File: config.mk
export PLATFORM = sky130hd
export DESIGN_NAME = scr_bank
export DESIGN_NICKNAME = d
export VERILOG_FILES = /design/src/hdl/scr_pkg.sv /design/src/hdl/scr_bank.sv /design/src/hdl/scr_sync.sv
export SDC_FILE = /design/constraint.sdc
export NUM_CORES = 1
export LEC_CHECK = 0
export ABC_AREA = 1
export BUFFER_PORTS_ARGS = -buffer_cell sky130_fd_sc_hd__buf_2
export CORE_MARGIN = 2
export CORE_UTILIZATION = 35
export CTS_CLUSTER_SIZE = 40
export DETAILED_ROUTE_END_ITERATION = 16
export HOLD_SLACK_MARGIN = 0.03
export PLACE_DENSITY = 0.52
export SLEW_MARGIN = 10
export SYNTH_ARGS = -nofsm -noshare
export SYNTH_HDL_FRONTEND = slang
export SYNTH_SLANG_ARGS = --single-unit
File: constraint.sdc
create_clock -name MCLK_IN -period 2.9 [get_ports MCLK_IN]
set_input_delay 0.58 -clock MCLK_IN [delete_from_list [all_inputs] [get_ports MCLK_IN]]
set_output_delay 0.58 -clock MCLK_IN [all_outputs]
set_load 0.02 [all_outputs]
File: src/hdl/scr_pkg.sv
// ****************************************************************
// Serial configuration register bank: shared constants and types
// ****************************************************************
package scr_pkg;

  // ****************************************************************
  // Word layout
  // ****************************************************************
  localparam int WORD_W = 16;
  localparam int ADDR_W = 2;
  localparam int CHAN_W = 12;
  localparam int SEL_W = 3;
  localparam int DIV_W = 5;

  // Address codes in word bits 1..0
  localparam logic [1:0] ADDR_PLL_CFG = 2'h0;
  localparam logic [1:0] ADDR_CHAN_DIV = 2'h1;
  localparam logic [1:0] ADDR_TEST_MODE = 2'h2;
  localparam logic [1:0] ADDR_UNUSED = 2'h3;

  // Field positions, counted in word bits
  localparam int POS_DATA_LSB = 2;
  localparam int POS_PUMP_POLARITY = 2;
  localparam int POS_REF_DIVIDE = 3;
  localparam int POS_ANALOG_ROLE = 4;
  localparam int POS_CARRIER_ONLY = 6;
  localparam int POS_POWER_CTRL = 7;
  localparam int POS_RF_BUF_MODE = 8;
  localparam int POS_UV_LOCKOUT = 10;
  localparam int POS_CLIP_DISABLE = 11;
  localparam int POS_CHAN_LSB = 2;
  localparam int POS_ANALOG_TEST_LSB = 2;
  localparam int POS_DIGITAL_TEST_LSB = 5;

  // Reset values and reference divide ratios
  localparam logic [WORD_W-1:0] REG_RESET = 16'h0000;
  localparam logic [WORD_W-1:0] SHIFT_RESET = 16'h0000;
  localparam logic [DIV_W-1:0] REF_DIV_LOW = 5'h09;
  localparam logic [DIV_W-1:0] REF_DIV_HIGH = 5'h12;

  // ****************************************************************
  // Types
  // ****************************************************************
  typedef struct packed {
    logic [WORD_W-1:0] pll_configuration;
    logic [WORD_W-1:0] channel_divide_ratio;
    logic [WORD_W-1:0] test_mode_select;
  } scr_regs_t;

  // Pins from outside the clock domain, in synchroniser order
  typedef struct packed {
    logic ser_en;
    logic ser_data;
    logic ser_clk;
    logic receive_select;
    logic low_supply;
  } scr_pins_t;

  typedef struct packed {
    scr_regs_t regs;
    logic [WORD_W-1:0] shift;
    logic en_q;
    logic clk_q;
    logic receive_select_input_q;
    logic tpc_applied;
    logic lockout;
    logic amp_en;
    logic rf_buf_on;
    logic carrier_only;
    logic pin_drive;
  } scr_state_t;

endpackage

File: src/hdl/scr_bank.sv
`timescale 1ns/1ps
// What this block does
// - Word is data field then two address bits, address in bits 1..0.
// - On enable rise, decode address and load data into that register only.
// - Last 16 bits shifted are committed; host sends at least 16.
// - Address 00 PLL config, 01 channel divide, 10 test mode.
// - All register bits are zero from power-up, effective immediately.
// - PLL bit 2 selects charge-pump polarity, 1 means sourcing.
// - PLL bit 3 sets reference divider: 0 divides by 9, 1 by 18.
// - PLL bit 4 picks analog pin role: 0 power control, 1 data.
// - PLL bit 6 gives unmodulated carrier while receive select is low.
// - With role 0, bit 7 set pulls open-drain pin low, clear releases.
// - Power-control pin adopts new bit only at receive-select falling edge.
// - Bit 8: 0 keeps RF buffer on in transmit, 1 follows amplifier enable.
// - With bit 10, low supply sets lockout forcing amplifier low; receive clears.
// - PLL bit 11 set disables signal-strength clipping.
// - Channel register holds 12-bit divide ratio in word bits 13..2.
// - Test register: digital selector data bits 5..3, analog 2..0.
// - Shift data on serial clock rise while enable low; ignore when high.
// - Registers are write-only; nothing reads them back over serial.
module scr_bank
  import scr_pkg::*;
#(
  parameter int WORD_BITS = WORD_W
) (
  // Clock and power-up reset
  input wire logic MCLK_IN,
  input wire logic RESET_IN,
  // Three-wire serial bus
  input wire logic SER_EN_IN,
  input wire logic SER_DATA_IN,
  input wire logic SER_CLK_IN,
  // Radio control
  input wire logic RECEIVE_SELECT_IN,
  input wire logic LOW_SUPPLY_IN,
  input wire logic AMP_REQUEST_IN,
  output logic AMP_ENABLE_OUT,
  output logic RF_BUFFER_ON_OUT,
  output logic CARRIER_ONLY_OUT,
  // Open-drain power-control pin
  input wire logic POWER_CONTROL_PIN_IN,
  output logic POWER_CONTROL_PIN_OUT,
  output logic POWER_CONTROL_PIN_OE_N_OUT,
  // PLL configuration fields
  output logic PUMP_SOURCES_OUT,
  output logic [DIV_W-1:0] REF_DIVIDE_RATIO_OUT,
  output logic ANALOG_PIN_DATA_ROLE_OUT,
  output logic STRENGTH_CLIP_ENABLE_OUT,
  output logic RF_BUFFER_TIMING_MODE_OUT,
  // Channel and test fields
  output logic [CHAN_W-1:0] CHANNEL_DIVIDE_VALUE_OUT,
  output logic [SEL_W-1:0] DIGITAL_TEST_SELECTOR_OUT,
  output logic [SEL_W-1:0] ANALOG_TEST_SELECTOR_OUT
);

  // ****************************************************************
  // Elaboration checks
  // ****************************************************************
  if (WORD_BITS != WORD_W) begin : g_word_check
    $error("scr_bank: word length is fixed at 16 bits");
  end

  // ****************************************************************
  // Input synchronisation
  // ****************************************************************
  scr_pins_t pin_raw;
  scr_pins_t pin_s;

  assign pin_raw.ser_en = SER_EN_IN;
  assign pin_raw.ser_data = SER_DATA_IN;
  assign pin_raw.ser_clk = SER_CLK_IN;
  assign pin_raw.receive_select = RECEIVE_SELECT_IN;
  assign pin_raw.low_supply = LOW_SUPPLY_IN;

  // Data and clock share one synchroniser so their relative timing holds
  scr_sync #(
    .WIDTH($bits(scr_pins_t))
  ) u_sync (
    .clk_in(MCLK_IN),
    .rst_in(RESET_IN),
    .async_in(pin_raw),
    .sync_out(pin_s)
  );

  // ****************************************************************
  // State
  // ****************************************************************
  scr_state_t st_r;
  scr_state_t st_nxt;

  logic clk_rise;
  logic en_rise;
  logic receive_select_input_fall;
  logic [ADDR_W-1:0] word_addr;
  logic [WORD_W-1:0] word_committed;

  assign clk_rise = pin_s.ser_clk & ~st_r.clk_q;
  // Sync resets low, so an idle-high enable shows one rise after reset;
  // it commits the zero reset word into zero registers, which is harmless
  assign en_rise = pin_s.ser_en & ~st_r.en_q;
  assign receive_select_input_fall = ~pin_s.receive_select & st_r.receive_select_input_q;
  // Address is always the last two bits shifted
  assign word_addr = st_r.shift[ADDR_W-1:0];
  // Fewer than 16 fresh bits leave stale bits in the word
  assign word_committed = st_r.shift;

  // ****************************************************************
  // Next-state logic
  // ****************************************************************
  always_comb begin
    st_nxt = st_r;
    st_nxt.en_q = pin_s.ser_en;
    st_nxt.clk_q = pin_s.ser_clk;
    st_nxt.receive_select_input_q = pin_s.receive_select;

    // MSB arrives first, so shift toward the top
    if (clk_rise && !pin_s.ser_en) begin
      st_nxt.shift = {st_r.shift[WORD_W-2:0], pin_s.ser_data};
    end

    // Load only the addressed register; registers never feed back out
    if (en_rise) begin
      unique case (word_addr)
        ADDR_PLL_CFG: begin
          st_nxt.regs.pll_configuration = word_committed;
        end
        ADDR_CHAN_DIV: begin
          st_nxt.regs.channel_divide_ratio = word_committed;
        end
        ADDR_TEST_MODE: begin
          st_nxt.regs.test_mode_select = word_committed;
        end
        ADDR_UNUSED: begin
          st_nxt.regs = st_r.regs;
        end
      endcase
    end

    // Applied power-control bit only moves at the start of a transmit slot
    if (receive_select_input_fall) begin
      st_nxt.tpc_applied = st_r.regs.pll_configuration[POS_POWER_CTRL];
    end

    // Set wins over the receive-select clear
    if (pin_s.receive_select) begin
      st_nxt.lockout = 1'b0;
    end
    if (st_r.regs.pll_configuration[POS_UV_LOCKOUT] && pin_s.low_supply) begin
      st_nxt.lockout = 1'b1;
    end

    // Lockout only acts while its enable bit stays set
    st_nxt.amp_en = AMP_REQUEST_IN &
      ~(st_nxt.lockout & st_r.regs.pll_configuration[POS_UV_LOCKOUT]);

    if (st_r.regs.pll_configuration[POS_RF_BUF_MODE]) begin
      st_nxt.rf_buf_on = ~pin_s.receive_select & st_nxt.amp_en;
    end else begin
      st_nxt.rf_buf_on = ~pin_s.receive_select;
    end

    st_nxt.carrier_only = st_r.regs.pll_configuration[POS_CARRIER_ONLY] &
      ~pin_s.receive_select;

    // Driving means pulling low; the data role releases the pin
    st_nxt.pin_drive = ~st_r.regs.pll_configuration[POS_ANALOG_ROLE] &
      st_nxt.tpc_applied;
  end

  // ****************************************************************
  // State register
  // ****************************************************************
  always_ff @(posedge MCLK_IN or posedge RESET_IN) begin
    if (RESET_IN) begin
      st_r.regs.pll_configuration <= REG_RESET;
      st_r.regs.channel_divide_ratio <= REG_RESET;
      st_r.regs.test_mode_select <= REG_RESET;
      st_r.shift <= SHIFT_RESET;
      st_r.en_q <= 1'b0;
      st_r.clk_q <= 1'b0;
      st_r.receive_select_input_q <= 1'b0;
      st_r.tpc_applied <= 1'b0;
      st_r.lockout <= 1'b0;
      st_r.amp_en <= 1'b0;
      st_r.rf_buf_on <= 1'b0;
      st_r.carrier_only <= 1'b0;
      st_r.pin_drive <= 1'b0;
    end else begin
      st_r <= st_nxt;
    end
  end

  // ****************************************************************
  // Outputs
  // ****************************************************************
  assign AMP_ENABLE_OUT = st_r.amp_en;
  assign RF_BUFFER_ON_OUT = st_r.rf_buf_on;
  assign CARRIER_ONLY_OUT = st_r.carrier_only;

  // Open drain: the driven level is always low
  assign POWER_CONTROL_PIN_OUT = 1'b0;
  assign POWER_CONTROL_PIN_OE_N_OUT = ~st_r.pin_drive;

  assign PUMP_SOURCES_OUT = st_r.regs.pll_configuration[POS_PUMP_POLARITY];
  assign REF_DIVIDE_RATIO_OUT = st_r.regs.pll_configuration[POS_REF_DIVIDE] ?
    REF_DIV_HIGH : REF_DIV_LOW;
  assign ANALOG_PIN_DATA_ROLE_OUT = st_r.regs.pll_configuration[POS_ANALOG_ROLE];
  assign STRENGTH_CLIP_ENABLE_OUT =
    ~st_r.regs.pll_configuration[POS_CLIP_DISABLE];
  assign RF_BUFFER_TIMING_MODE_OUT = st_r.regs.pll_configuration[POS_RF_BUF_MODE];
  assign CHANNEL_DIVIDE_VALUE_OUT =
    st_r.regs.channel_divide_ratio[POS_CHAN_LSB +: CHAN_W];
  assign DIGITAL_TEST_SELECTOR_OUT =
    st_r.regs.test_mode_select[POS_DIGITAL_TEST_LSB +: SEL_W];
  assign ANALOG_TEST_SELECTOR_OUT =
    st_r.regs.test_mode_select[POS_ANALOG_TEST_LSB +: SEL_W];
endmodule // scr_bank

File: src/hdl/scr_sync.sv
`timescale 1ns/1ps
// ****************************************************************
// Two-flop synchroniser for a bundle of asynchronous levels
// ****************************************************************
module scr_sync #(
  parameter int WIDTH = 5
) (
  // Clock and reset
  input wire logic clk_in,
  input wire logic rst_in,
  // Data
  input wire logic [WIDTH-1:0] async_in,
  output logic [WIDTH-1:0] sync_out
);

  typedef struct packed {
    logic [WIDTH-1:0] meta;
    logic [WIDTH-1:0] stable;
  } scr_sync_state_t;

  scr_sync_state_t st_r;
  scr_sync_state_t st_nxt;

  if (WIDTH < 1) begin : g_width_check
    $error("scr_sync: WIDTH must be at least 1");
  end

  // Meta stage feeds only the stable stage
  always_comb begin
    st_nxt = st_r;
    st_nxt.meta = async_in;
    st_nxt.stable = st_r.meta;
  end

  always_ff @(posedge clk_in or posedge rst_in) begin
    if (rst_in) begin
      st_r <= '0;
    end else begin
      st_r <= st_nxt;
    end
  end

  assign sync_out = st_r.stable;

endmodule // scr_sync

# Word level (Yosys, flattened, before mapping)

Index checks and enable logic that the tools add are counted.

Bits of input ports: 9
Logic and storage cells: 44
Register bits after elaboration: 67
Output and inout bits: 32

Bitwise gates (word level): 15
Reductions and logical operators: 7
Mux-type cells: 5
Equality and inequality tests: 2

Operators with widths:

| operator           | count |
|---|---|
| $and 1x1->1        | 8 |
| $not 1->1          | 7 |
| $reduce_and 2->1   | 3 |
| $mux 5             | 1 |
| $mux 1             | 4 |
| $eq 2x1->1 const B | 1 |
| $eq 2x2->1 const B | 1 |
| $logic_and 1x1->1  | 2 |
| $logic_not 2->1    | 1 |
| $logic_not 1->1    | 1 |

# Logic depth before layout (Yosys ltp)

Depth in word-level cells: 7
Gate-level depth with buffers: 6
Gate-level depth less buffers: 6

# Cells and area by module

A second synthesis with hierarchy kept.

Cell total of the unflattened synthesis: 209
Area total of the unflattened synthesis: 2406.1 sq um

By module, submodules not included:

| module   | cells each | times used | seq. area each (sq um) | area an instance (sq um) |
|---|---|---|---|---|
| scr_bank | 198        | 1          | 1226.2                 | 2152.1 |
| scr_sync | 11         | 1          | 250.2                  | 254.0 |

# Worst setup path after synthesis

No wires, ideal clock.

Kind: register to output
From: register st_r[60] (netlist name)
To: output REF_DIVIDE_RATIO_OUT[3]
Path buffers: 1
Path slack: 1.601 ns
Data required time: 2.320 ns
Cell stages (with the launch flop): 3
Arrival time: 0.719 ns
Cell sequence: dfrtp_1 > inv_1 > buf_4

Cells in the longest elaborated chain, start to end: 1

RTL lines:

| element                  | line            | source |
|---|---|---|
| start: declaration       | scr_bank.sv:88  | `scr_state_t st_r;` |
| start signal: assignment | scr_bank.sv:189 | `st_r <= st_nxt;` |
| $mux 5                   | scr_bank.sv:205 | `assign REF_DIVIDE_RATIO_OUT = st_r.regs.pll_configuration[POS_REF_DIVIDE] ?` |
| end: declaration         | scr_bank.sv:46  | `output logic [DIV_W-1:0] REF_DIVIDE_RATIO_OUT,` |

No other way between the ends.

# Worst setup path in the final report

Same ends and word-level chain as after synthesis.

==> qor.txt <==
status = complete, no violations
RR Startpoint = st_r[8]$_DFF_PP0_
period utilization = 0.5318
ant diodes = 0
cts-stage hold buffer count = 0
most frequent cells after synthesis = 59 x dfrtp_1, 46 x nand2_1, 30 x o21ai_2
number of synthesized flops with an enable pin = 0
Initial Utilization = 0.3575
Power Internal = 1.546 mW
Seq pwr share = 0.453
vias in the first global route = 1274
crit path capture type = output pin
post-synthesis sequential area ratio = 0.6146
fin crit period = 1.542 ns
CTS tree = yes
Leakage = 1.318 nW
clk slew on worst S/H paths = 0.06 ns
global-route wire length before repair = 6.368 mm
Final Max Tran Viols = 0
Routed Antenna Nets = 0
wire per inst = 12.01 um
fill count = 659
Seq cells post-synth = 59
Async SR Flop Fraction = 1.000
worst setup path startpoint = st_r[60]$_DFFE_PP0P_
Fin. Hold Viols = 0
post-synth cell types = 18
Worst-Skew Late Latency = 0.33 ns
crit path cell chain = inv_1 > buf_2
area leader, netlist = dfrtp_1
post-detail-place hpwl = 2.397 mm
slew margin rel. = 0.5064
Clock Power Share = 0.348
I/O pin cnt = 41
unrepaired setup endpoints after global routing = false
Area Overhead vs Synth = 11.35%
sw power = 681.3 uW
hold_sp = u_sync.st_nxt[2]$_DFF_PP0_
warnings from Yosys = 0
cells after synthesis = 208
Max Fanout on Critical Path = 4
H-tree depth = 3
GRT Overall Usage = 0.1149
slowest CP cell = dfrtp_1
switching share of power = 0.3058
final setup fails = 0
TNS Setup = 0 ns
post-synth top area share = 0.6146
Hold Path Stages = 0
largest net degree at the start of global routing = 60
share of post-route cells with drive strength above 1 = 0.4060
WP data required = 2.32 ns
initial antenna violation count = 0
Logic pwr share = 0.199
PortBufs = 37
via count = 1344
measured slew at the worst slew-check pin = 0.7404 ns
DR iter-0 viols = 54
power density over the cells = 832.8 nW/um2
Peak VDD IR = 218.9 uV
HP Class = reg -> reg
GP Congestion = 0.6798
Power Total = 2.228 mW
final WL = 3.771 mm
vias per cell = 4.280
number of CTS-inserted buffers = 9
Worst Clk Skew = 0.005165 ns
Worst path max stage delay = 0.40 ns
max-cap viol count = 0
Max Fclk = 648.4 MHz
post-route core utilization = 0.3981
die area = 7542 um2
# DRC = 0
average size of a mapped cell = 11.55 um2
crit path launch type = flip-flop
clock sink total = 59
# rows = 30
critical path arrival = 0.96 ns
Post-Syn Area = 2402 um2
Clock Path Buffers = 2
predominant post-synthesis flop cell = dfrtp_1
crit path kind = reg -> out
CTS Root Cell = clkbuf_8
postcts setup bufs = 0
Die Ht = 86.85 um
die span in x = 86.85 um
drt pass-1 iters = 6
remaining global-route overflow = 0
FF-to-FF path depth = 4
most frequent cell after synthesis = dfrtp_1
Layout Nets = 238
post-CTS resize count = 0
Synth area leaders = dfrtp_1 61%, o21ai_2 11%, buf_4 7.5%, nand2_1 7.2%, inv_1 3.0%
Core Box Area = 6719 um2
[placed cells by master, fill, tap and decap left out, drive strengths merged]
cell type   n
clkinv      2
nor2        3
inv        22
o21ai      39
nand3b      1
dfrtp      59
a21oi       3
clkinvlp    1
buf        38
clkbuf     12
nand2      47
nand3       4
conb        2
bufinv      1
[registers in the layout (all words and copies together) (netlist names), 3 cells and up]
name,count
word_committed,14
CHANNEL_DIVIDE_VALUE_OUT,12
st_r,11
u_sync.st_nxt,5
u_sync.sync_out,5
ANALOG_TEST_SELECTOR_OUT,3
DIGITAL_TEST_SELECTOR_OUT,3
[cells by family (layout without fill, tap and decap cells)]
logic type | Yosys count | after routing | share of synthesized area
AOI/OAI and AO/OA | 42 | 42 | 0.1359
DFF | 59 | 59 | 0.6146
buffers and inverters | 51 | 76 | 0.1328
other | 1 | 2 | 0.001561
and+or+nand+nor | 55 | 55 | 0.1151
[through the flow]
stage | hold WS [ns] | setup WS (ns) | instance area (um2) | std cells
after floorplan | 0.3312 | 0.8637 | 2406 | 209
after global placement | 0.3343 | 1.530 | 2462 | 298
after detailed placement | 0.3365 | 1.543 | 2462 | 298
after CTS | 0.3307 | 1.336 | 2675 | 314
after global routing | 0.3371 | 1.312 | 2675 | 314
final | 0.3486 | 1.358 | 2675 | 314
[per-layer routing]
metal	vias to the layer above	track usage	share of wire
li1	668	-	-
met1	639	0.1513	0.48
met2	31	0.1575	0.45
met3	6	0.03810	0.050
met4	0	0.08097	0.024
met5	-	0	0
[power by group through the flow]
stage | Combinational, mW | Sequential, mW | Clock (mW)
after global routing | 0.493 | 1.02 | 0.840
final | 0.443 | 1.01 | 0.774
after floorplan | 0.408 | 1.03 | 0
after detailed placement | 0.454 | 1.03 | 0
after CTS | 0.456 | 1.01 | 0.802
after global placement | 0.449 | 1.02 | 0
[worst paths after layout]
path	end	slack, ns
worst max-delay path	REF_DIVIDE_RATIO_OUT[3]	1.36
worst min register to register	u_sync.sync_out[2]$_DFF_PP0_	0.35
worst max register to register	CHANNEL_DIVIDE_VALUE_OUT[11]$_DFFE_PP0P_	1.64
worst min-delay path	u_sync.sync_out[2]$_DFF_PP0_	0.35
max in group asynchronous	word_committed[3]$_DFFE_PP0P_	1.95
min in group asynchronous	u_sync.st_nxt[4]$_DFF_PP0_	0.44
[critical path: cells and delay by family (launching register included)]
family	cells	cell delay, ns
flops	1	0.40
buf+inv	2	0.23
[cell type report]
cell class	count	area, um2	share of cell area
Inverter	22	82.58	0.03087
Clock buffer	12	165.2	0.06174
Multi-Input combinational cell	99	610.6	0.2283
Tap cell	80	100.1	0.03742
Timing Repair Buffer	38	192.7	0.07203
Sequential cell	59	1476	0.5519
Clock inverter	4	47.55	0.01777
Note: power is estimated with default switching activity, not from simulation.
